## src/pcsc_pkg.sv

```systemverilog
// Purpose: constants for the PLL clock select control block
// Assumes: APB slave, 32-bit data, one SYS_CLK domain at 200 MHz
// Notes: register offsets are byte addresses
package pcsc_pkg;
  localparam logic [11:0] ADDR_PLL_CONTROL = 12'h000;
  localparam logic [11:0] ADDR_PLL_BANDWIDTH_CONTROL = 12'h004;
  localparam logic [11:0] ADDR_PLL_PROGRAMMING = 12'h008;
  // pll_control fields
  localparam int BIT_LOCK_IRQ_ENABLE = 7;
  localparam int BIT_LOCK_CHANGE_FLAG = 6;
  localparam int BIT_PLL_ON = 5;
  localparam int BIT_BASE_SELECT = 4;
  localparam logic [3:0] CTRL_LOW_ONES = 4'hF;
  // pll_bandwidth_control fields
  localparam int BIT_AUTO_MODE = 7;
  localparam int BIT_LOCK = 6;
  localparam int BIT_TRACK = 5;
  localparam int BIT_CRYSTAL_LOSS = 4;
  // pll_programming fields and reset
  localparam logic [3:0] MULTIPLIER_RESET = 4'h6;
  localparam logic [3:0] RANGE_RESET = 4'h6;
  // Input sample positions
  localparam int SYN_XTAL = 0;
  localparam int SYN_VCO = 1;
  localparam int SYN_LOCK = 2;
  localparam int SYN_TRACK = 3;
  localparam int SYN_W = 4;
  // Switchover edge counts
  localparam logic [1:0] SWITCH_EDGES = 2'h3;
endpackage

```

## src/pcsc_top.sv

```systemverilog
// Purpose: control, status and base clock selection of a clock generator
// Assumes: crystal, VCO, lock and track inputs sampled on SYS_CLK
// Notes: source clocks must be well below SYS_CLK / 4 to be followed
`timescale 1ns/10ps
module pcsc_top (
  input wire logic SYS_CLK,
  input wire logic RST,
  input wire logic PSEL,
  input wire logic PENABLE,
  input wire logic PWRITE,
  input wire logic [11:0] PADDR,
  input wire logic [31:0] PWDATA,
  output logic [31:0] PRDATA,
  output logic PREADY,
  output logic PSLVERR,
  input wire logic XTAL_CLOCK_IN,
  input wire logic VCO_CLOCK_IN,
  input wire logic LOCK_IN,
  input wire logic TRACK_IN,
  input wire logic OSC_ENABLE_IN,
  input wire logic STOP_IN,
  output logic CRYSTAL_CLOCK,
  output logic BASE_CLOCK,
  output logic CLOCKGEN_IRQ,
  output logic PLL_ENABLE,
  output logic FILTER_TRACK
);

  // ---------------------------------------------------------------
  // State
  // ---------------------------------------------------------------
  logic [pcsc_pkg::SYN_W-1:0] syn1_q, syn2_q, syn3_q;
  logic [pcsc_pkg::SYN_W-1:0] syn1_d, syn2_d, syn3_d;
  logic irq_en_q, irq_en_d;
  logic flag_q, flag_d;
  logic pll_on_q, pll_on_d;
  logic bcs_q, bcs_d;
  logic auto_q, auto_d;
  logic acq_man_q, acq_man_d;
  logic xld_q, xld_d;
  logic xld_busy_q, xld_busy_d;
  logic [5:0] xld_cnt_q, xld_cnt_d;
  logic [3:0] mul_q, mul_d;
  logic [3:0] range_q, range_d;
  logic sel_q, sel_d;
  logic [1:0] cnt_x_q, cnt_x_d;
  logic [1:0] cnt_v_q, cnt_v_d;
  logic base_q, base_d;
  logic xclk_q, xclk_d;
  logic irq_q, irq_d;
  logic pll_en_q, pll_en_d;
  logic track_q, track_d;
  logic [31:0] prdata_q, prdata_d;
  logic pready_q, pready_d;
  logic pslverr_q, pslverr_d;
  logic rd_ctrl_q, rd_ctrl_d;

  // ---------------------------------------------------------------
  // Next state
  // ---------------------------------------------------------------
  logic setup, done, wr, hit_ctrl, hit_bw, hit_prog;
  logic xe, ve, lock_s, toggle, range_ok;
  logic [3:0] n_eff;
  logic [5:0] xld_limit;
  logic [7:0] ctrl_rd, bw_rd;

  always_comb begin
    syn1_d = {TRACK_IN, LOCK_IN, VCO_CLOCK_IN, XTAL_CLOCK_IN};
    syn2_d = syn1_q;
    syn3_d = syn2_q;
    irq_en_d = irq_en_q;
    flag_d = flag_q;
    pll_on_d = pll_on_q;
    bcs_d = bcs_q;
    auto_d = auto_q;
    acq_man_d = acq_man_q;
    xld_d = xld_q;
    xld_busy_d = xld_busy_q;
    xld_cnt_d = xld_cnt_q;
    mul_d = mul_q;
    range_d = range_q;
    sel_d = sel_q;
    cnt_x_d = cnt_x_q;
    cnt_v_d = cnt_v_q;
    base_d = base_q;
    rd_ctrl_d = rd_ctrl_q;

    setup = PSEL & ~PENABLE;
    done = PSEL & PENABLE & pready_q;
    wr = done & PWRITE;
    hit_ctrl = PADDR == pcsc_pkg::ADDR_PLL_CONTROL;
    hit_bw = PADDR == pcsc_pkg::ADDR_PLL_BANDWIDTH_CONTROL;
    hit_prog = PADDR == pcsc_pkg::ADDR_PLL_PROGRAMMING;
    xe = syn2_q[pcsc_pkg::SYN_XTAL] & ~syn3_q[pcsc_pkg::SYN_XTAL];
    ve = syn2_q[pcsc_pkg::SYN_VCO] & ~syn3_q[pcsc_pkg::SYN_VCO];
    lock_s = auto_q & syn2_q[pcsc_pkg::SYN_LOCK];
    toggle = auto_q
      & (syn2_q[pcsc_pkg::SYN_LOCK] ^ syn3_q[pcsc_pkg::SYN_LOCK]);
    range_ok = range_q != 4'h0;
    n_eff = (mul_q == 4'h0) ? 4'h1 : mul_q;
    xld_limit = {n_eff, 2'b00};

    // Read images; masked fields read zero outside their mode
    ctrl_rd = {irq_en_q & auto_q, flag_q & auto_q, pll_on_q, bcs_q,
      pcsc_pkg::CTRL_LOW_ONES};
    bw_rd = {auto_q, lock_s, auto_q ? syn2_q[pcsc_pkg::SYN_TRACK] :
      acq_man_q, xld_q & bcs_q, 4'h0};

    // APB: data is prepared in setup, so access never waits
    pready_d = setup;
    pslverr_d = setup & ~(hit_ctrl | hit_bw | hit_prog);
    prdata_d = 32'h0000_0000;
    if (setup & ~PWRITE) begin
      if (hit_ctrl)
        prdata_d = {24'h00_0000, ctrl_rd};
      else if (hit_bw)
        prdata_d = {24'h00_0000, bw_rd};
      else if (hit_prog)
        prdata_d = {24'h00_0000, mul_q, range_q};
    end
    if (setup)
      rd_ctrl_d = ~PWRITE & hit_ctrl & flag_q;

    // Only a flag already seen by the read is cleared; a new toggle wins
    if (done & ~PWRITE & hit_ctrl & rd_ctrl_q)
      flag_d = 1'b0;
    if (toggle)
      flag_d = 1'b1;
    if (!auto_q)
      flag_d = 1'b0;

    if (wr & hit_ctrl) begin
      if (auto_q)
        irq_en_d = PWDATA[pcsc_pkg::BIT_LOCK_IRQ_ENABLE];
      // Checks use the old bits, so one write cannot do both steps
      if (PWDATA[pcsc_pkg::BIT_PLL_ON] | ~bcs_q)
        pll_on_d = PWDATA[pcsc_pkg::BIT_PLL_ON];
      if (~PWDATA[pcsc_pkg::BIT_BASE_SELECT] | (pll_on_q & range_ok))
        bcs_d = PWDATA[pcsc_pkg::BIT_BASE_SELECT];
    end
    if (wr & hit_bw) begin
      auto_d = PWDATA[pcsc_pkg::BIT_AUTO_MODE];
      if (!auto_q)
        acq_man_d = PWDATA[pcsc_pkg::BIT_TRACK];
    end
    // Programming is locked while the PLL is on
    if (wr & hit_prog & ~pll_on_q) begin
      mul_d = PWDATA[7:4];
      range_d = PWDATA[3:0];
    end
    if (!range_ok)
      bcs_d = 1'b0;
    if (STOP_IN)
      bcs_d = 1'b0;

    // Crystal loss: any rising crystal edge within 4*N rising VCO edges proves it alive
    if (xld_busy_q) begin
      if (xe) begin
        xld_d = 1'b0;
        xld_busy_d = 1'b0;
      end else if (ve) begin
        xld_cnt_d = xld_cnt_q + 6'h01;
        if (xld_cnt_d >= xld_limit)
          xld_busy_d = 1'b0;
      end
    end
    if (wr & hit_bw & PWDATA[pcsc_pkg::BIT_CRYSTAL_LOSS] & bcs_q) begin
      xld_d = 1'b1;
      xld_busy_d = 1'b1;
      xld_cnt_d = 6'h00;
    end
    if (!bcs_q) begin
      xld_d = 1'b0;
      xld_busy_d = 1'b0;
    end

    // Base clock: hold during switchover, then halve selected source
    if (STOP_IN) begin
      base_d = 1'b0;
      sel_d = 1'b0;
      cnt_x_d = 2'h0;
      cnt_v_d = 2'h0;
    end else if (sel_q != bcs_q) begin
      if (xe && cnt_x_q != pcsc_pkg::SWITCH_EDGES)
        cnt_x_d = cnt_x_q + 2'h1;
      if (ve && cnt_v_q != pcsc_pkg::SWITCH_EDGES)
        cnt_v_d = cnt_v_q + 2'h1;
      if (cnt_x_q == pcsc_pkg::SWITCH_EDGES
          && cnt_v_q == pcsc_pkg::SWITCH_EDGES) begin
        sel_d = bcs_q;
        cnt_x_d = 2'h0;
        cnt_v_d = 2'h0;
      end
    end else begin
      // A select that flips back before finishing leaves no partial count
      cnt_x_d = 2'h0;
      cnt_v_d = 2'h0;
      if (sel_q ? ve : xe)
        base_d = ~base_q;
    end

    xclk_d = syn2_q[pcsc_pkg::SYN_XTAL] & OSC_ENABLE_IN & ~STOP_IN;
    irq_d = ~STOP_IN & auto_d & flag_d & irq_en_d;
    pll_en_d = pll_on_d & OSC_ENABLE_IN & range_ok
      & ~STOP_IN;
    track_d = auto_d ? syn2_q[pcsc_pkg::SYN_TRACK] : acq_man_d;
  end

  // ---------------------------------------------------------------
  // Registers
  // ---------------------------------------------------------------
  always_ff @(posedge SYS_CLK or posedge RST) begin
    if (RST) begin
      syn1_q <= 4'h0;
      syn2_q <= 4'h0;
      syn3_q <= 4'h0;
      irq_en_q <= 1'b0;
      flag_q <= 1'b0;
      pll_on_q <= 1'b1;
      bcs_q <= 1'b0;
      auto_q <= 1'b0;
      acq_man_q <= 1'b0;
      xld_q <= 1'b0;
      xld_busy_q <= 1'b0;
      xld_cnt_q <= 6'h00;
      mul_q <= pcsc_pkg::MULTIPLIER_RESET;
      range_q <= pcsc_pkg::RANGE_RESET;
      sel_q <= 1'b0;
      cnt_x_q <= 2'h0;
      cnt_v_q <= 2'h0;
      base_q <= 1'b0;
      xclk_q <= 1'b0;
      irq_q <= 1'b0;
      pll_en_q <= 1'b0;
      track_q <= 1'b0;
      prdata_q <= 32'h0000_0000;
      pready_q <= 1'b0;
      pslverr_q <= 1'b0;
      rd_ctrl_q <= 1'b0;
    end else begin
      syn1_q <= syn1_d;
      syn2_q <= syn2_d;
      syn3_q <= syn3_d;
      irq_en_q <= irq_en_d;
      flag_q <= flag_d;
      pll_on_q <= pll_on_d;
      bcs_q <= bcs_d;
      auto_q <= auto_d;
      acq_man_q <= acq_man_d;
      xld_q <= xld_d;
      xld_busy_q <= xld_busy_d;
      xld_cnt_q <= xld_cnt_d;
      mul_q <= mul_d;
      range_q <= range_d;
      sel_q <= sel_d;
      cnt_x_q <= cnt_x_d;
      cnt_v_q <= cnt_v_d;
      base_q <= base_d;
      xclk_q <= xclk_d;
      irq_q <= irq_d;
      pll_en_q <= pll_en_d;
      track_q <= track_d;
      prdata_q <= prdata_d;
      pready_q <= pready_d;
      pslverr_q <= pslverr_d;
      rd_ctrl_q <= rd_ctrl_d;
    end
  end

  assign PRDATA = prdata_q;
  assign PREADY = pready_q;
  assign PSLVERR = pslverr_q;
  assign CRYSTAL_CLOCK = xclk_q;
  assign BASE_CLOCK = base_q;
  assign CLOCKGEN_IRQ = irq_q;
  assign PLL_ENABLE = pll_en_q;
  assign FILTER_TRACK = track_q;

endmodule

```

## config.mk

```make
export PLATFORM = sky130hd
export DESIGN_NAME = pcsc_top
export DESIGN_NICKNAME = d
export VERILOG_FILES = /design/src/pcsc_pkg.sv /design/src/pcsc_top.sv
export SDC_FILE = /design/constraint.sdc
export NUM_CORES = 1
export LEC_CHECK = 0
export BUFFER_PORTS_ARGS = -buffer_cell sky130_fd_sc_hd__buf_2
export CELL_PAD_IN_SITES_DETAIL_PLACEMENT = 0
export CELL_PAD_IN_SITES_GLOBAL_PLACEMENT = 1
export CORE_MARGIN = 2
export CORE_UTILIZATION = 39
export DETAILED_ROUTE_END_ITERATION = 7
export PLACE_DENSITY_LB_ADDON = 0.1
export RECOVER_POWER = 100
export SYNTH_ARGS = -nofsm -noshare
export SYNTH_HDL_FRONTEND = slang
export SYNTH_SLANG_ARGS = --single-unit
```

## constraint.sdc

```tcl
create_clock -name SYS_CLK -period 2.7 [get_ports SYS_CLK]
set_input_delay 0.135 -clock SYS_CLK [delete_from_list [all_inputs] [get_ports SYS_CLK]]
set_output_delay 0.135 -clock SYS_CLK [all_outputs]
set_load 0.01 [all_outputs]
```

### After elaboration in Yosys (flattened, before gate mapping)

Cells that the tools add are included.

* register bits: 78
* bits in latches: 0
* memory bits (writable): 0
* memory bits (read-only): 0
* input port bits: 55
* output and inout port bits: 39
* word-level logic and storage cells: 159
* memories kept: 0

* $add $sub $neg: 3
* multiply operators: 0
* div/mod/pow operators: 0
* magnitude comparators: 1
* eq/ne operators: 15
* shifts and indexed selects: 0
* muxes and demuxes: 50
* bitwise operators: 48
* reduce and logical (&&, ||, !) cells: 16

Operator list (number)
* $and A1 B1 Y1: 33
* $mux W1: 33
* $mux W8: 4
* $mux W6: 4
* $mux W2: 8
* $eq A12 B3 Y1 const B: 1
* $eq A12 B4 Y1 const B: 1
* $logic_not A12 Y1: 1
* $not A1 Y1: 10
* $reduce_bool A2 Y1: 5
* $ne A4 B2 Y1 const B: 2
* $reduce_and A2 Y1: 4
* $add A6 B1 Y6 const B: 1
* $ge A6 B6 Y1: 1
* $ne A2 B2 Y1 const B: 3
* $ne A3 B1 Y1 const B: 2
* $ne A3 B2 Y1 const B: 2
* $add A2 B1 Y2 const B: 2
* $eq A2 B2 Y1 const B: 2
* $logic_not A4 Y1: 1
* $mux W4: 1
* $or A1 B1 Y1: 4
* $reduce_bool A4 Y1: 1
* $logic_and A1 B1 Y1: 3
* other kinds (4): 4

### Depth between registers and ports, before layout

* depth in word-level cells: 10
* depth in mapped cells: 8
* mapped depth without buffers: 8

### Worst setup path after synthesis

OpenSTA, ideal clock, no wires.

* path type: reg-to-reg
* start point: register xld_cnt_q[0]
* end point: register xld_busy_q
* arrival time: 1.586 ns
* required time: 2.617 ns
* setup slack: 1.031 ns
* cell stages (with the launch flop): 9
* buffers on the path: 0
* period minus slack after synthesis: 1.669 ns
* cell sequence: dfrtp_1 > nand3_1 > nor2_1 > xor2_1 > ha_1 > or2_2 > a21oi_1 > a21oi_1 > o21ai_0

* word-level cells in the longest chain between the ends: 8

RTL lines
* from (decl): line pcsc_top.sv:42 `logic [5:0] xld_cnt_q, xld_cnt_d;`
* from (signal assigned): line pcsc_top.sv:252 `xld_cnt_q <= xld_cnt_d;`
* $add A6 B1 Y6: line pcsc_top.sv:162 `xld_cnt_d = xld_cnt_q + 6'h01;`
* $ge A6 B6 Y1: line pcsc_top.sv:163 `if (xld_cnt_d >= xld_limit)`
* $mux W1: line pcsc_top.sv:163
* $mux W1: line pcsc_top.sv:161 `end else if (ve) begin`
* $mux W1: line pcsc_top.sv:158 `if (xe) begin`
* $mux W1: line pcsc_top.sv:157 `if (xld_busy_q) begin`
* $mux W1: line pcsc_top.sv:167 `if (wr & hit_bw & PWDATA[pcsc_pkg::BIT_CRYSTAL_LOSS] & bcs_q) begin`
* $mux W1: line pcsc_top.sv:172 `if (!bcs_q) begin`
* named net xld_busy_d: line pcsc_top.sv:41 `logic xld_busy_q, xld_busy_d;`
* to (signal assigned): line pcsc_top.sv:251 `xld_busy_q <= xld_busy_d;`
* to (decl): line pcsc_top.sv:41

The timed path passes the listed nets, and every way through them passes these cells.
A chain may end at the register's enable or synchronous reset.

==> reports/metrics.cfg <==
[hold_path]
hp-class=primary input to flop
hp-start=PWDATA[2]

[job]
drv_cap=1

[worst_setup_path]
r2r_start=xld_cnt_q[2]
setup.worst_path.start_class=primary input
critPathSlowestCell=clkbuf_1
path_cells=dlygate4sd3_1, buf_2, inv_1, clkbuf_1
path_depth=4
crit_start=RST
cp.required_ps=2830
critPathCapture=xld_cnt_q[4]
r2r_end=xld_busy_q
ff2ff_path_depth=8
worstPathArrival_ps=2030
cp_max_fo=31
critical_path.top_delay_family=buffers and inverters
cpPeakStageDelay_ps=1180
critPathKind=primary input to async pin
ff2ff_setup_slack_ps=810
crit_buf_inv=4
cp-end-kind=async pin

[power_and_ir_drop]
p_leak_nw=1.39
power.density_nw_per_um2=493
peakVddDrop_uv=191

[timing]
timing.hold.ws_ps=22.7
setup_viol=0
tns_ps=0
finalCritPeriodShare=0.701
slew_violations=32
fin_crit_ps=1890
relSlewSlack=-0.0960
hold_viol=0
tightest_slew_ps=1640
grt_setup_unrepaired=no
max_freq_mhz=528
fin_skew_ps=9.16

[global_routing]
grt_max_degree=32
grt_pass1_vias=1800
grt_pass1_wl_um=8650
grt_overflow=0
grtUsageTotal=0.148
antenna_found_initial=0

[finish]
area_delta_synth_final_pct=11.2
nNetsFinal=364
drive_gt1_frac=0.162
post_layout_nonfiller_instances=382
diodes=0

[clock_tree]
cts_setup_buffers=0
cts_max_level=2
max-clock-path-buffers=2
clk_pin_slew_ps=110
cts_resized=0
cts_hold_buffers=5
cts_buffers=5
clock-sinks=54
root_buffer=clkbuf_8
clock_latency_ps=320
cts_tree=done

[detailed_routing]
wl_per_cell_um=13.6
via_per_inst=4.85
drt-initial-drc-count=64
ant_nets=0
vias=1851
wirelength_um=5210
drc=0
first_pass_iters=4

[floorplan]
initial_core_util=0.403
dieArea_um2=7670
rows=30
die_h_um=87.6
top_level_ports=94
core_um2=6760
chipWidth_um=87.6

[placement]
dp_hpwl_um=3860
numPortBuffers=45
finalWeightedCongestion=0.768
dpl.cell_count=369

[synth]
yosysMostFrequentCell=dfrtp_1
ys_ff_latch=54
synth_compound_area_frac=0.0869
synth_area_leader_cell=dfrtp_1
syn_avg_cell_area_um2=11.0
synthAdderAreaFrac=0.0368
synth_xor_area_frac=0.0450
synth_top_family_by_area=simple AND/OR/NAND/NOR gates
syn-cell-area_um2=2720
ys_seq_area_frac=0.499
yosysTopAreaCellShare=0.450
synth_edf_count=0
synth.top_cells.by_count=dfrtp_1 (49), buf_4 (24), nor2_1 (18), nand2_1 (16), inv_1 (14)
synth-async-reset-ratio=1.00
syn-instance-count=248
synth_cell_type_count=49
synthSimpleGateAreaFrac=0.163
ys_dominant_reg_cell=dfrtp_1
synthMuxAreaShare=0.0722
synth_warnings=0
synthTopCellsByArea=dfrtp_1 (45%), buf_4 (6.6%), mux2_4 (5.0%), dfstp_2 (4.8%), ha_1 (3.7%)

[outcome]
failed_checks=max-capacitance violations, max-slew violations
status=finished, violations left

==> worst min path at each step <==
| stage | to | slack [ps] | cells past startpoint |
|---|---|---|---|
| CTS | PRDATA[6] | 30 | 2 |
| global route | PRDATA[6] | 20 | 2 |
| global placement | range_q[0] | 200 | 3 |
| finish | range_q[2] | 20 | 2 |
| floorplan | syn1_q[0] | 170 | 0 |
| detailed placement | range_q[0] | 200 | 3 |
==> power breakdown <==
part           leakage (nW)  switching, mW  internal [mW]  total [mW]
logic                 0.670         0.0659         0.0352       0.101
clock network        0.0587          0.282          0.281       0.564
registers             0.663        0.00569          0.821       0.827
==> flip-flops by register name (all words and copies together), names as in the netlist, 2 cells and up <==
| name | flops |
|---|---|
| PRDATA | 8 |
| xld_cnt_q | 6 |
| mul_q | 4 |
| range_q | 4 |
| syn1_q | 4 |
| syn2_q | 4 |
| syn3_q | 3 |
| cnt_v_q | 2 |
| cnt_x_q | 2 |
==> final cells by class <==
| type | count | area, um^2 |
|---|---|---|
| Multi-Input combinational cell | 174 | 1140 |
| Fill cell | 679 | 3730 |
| Timing Repair Buffer | 52 | 262 |
| Tap cell | 80 | 100 |
| Clock inverter | 3 | 47.5 |
| Sequential cell | 54 | 1360 |
| Clock buffer | 5 | 68.8 |
| Inverter | 14 | 52.6 |
==> metal layers <==
metal,global-route usage,share of wire
met2,0.210,0.44
met1,0.213,0.48
met5,0,0
met4,0.0629,0.016
met3,0.0377,0.064
==> through the flow <==
| step | area (um^2) | setup slack [ps] | total power [mW] | util |
|---|---|---|---|---|
| floorplan | 2810 | 1030 | 0.921 | - |
| global placement | 2940 | 849 | 0.944 | 0.435 |
| detailed placement | 2940 | 843 | 0.944 | 0.435 |
| CTS | 3110 | 805 | 1.52 | 0.460 |
| global route | 3030 | 352 | 1.57 | 0.448 |
| finish | 3030 | 807 | 1.49 | 0.448 |
==> cells in the final DEF (no fill, tap or decap), drive strengths merged, types with 10 or more instances in the layout <==
| cell | n |
|---|---|
| a21oi | 11 |
| buf | 28 |
| clkbuf | 24 |
| conb | 24 |
| dfrtp | 49 |
| inv | 15 |
| mux2 | 10 |
| nand2 | 16 |
| nor2 | 18 |
| o21ai | 10 |
==> kinds of logic (layout without fill, tap and decap cells) <==
logic type | count (synthesis) | count (layout)
mux | 15 | 15
simple gates | 76 | 76
fa+ha+maj | 8 | 8
xor+xnor | 14 | 14
flops | 54 | 54
compound gates | 37 | 37
buf+inv | 43 | 74
other cells | 1 | 24
Note: power is estimated with default switching activity, not from simulation.
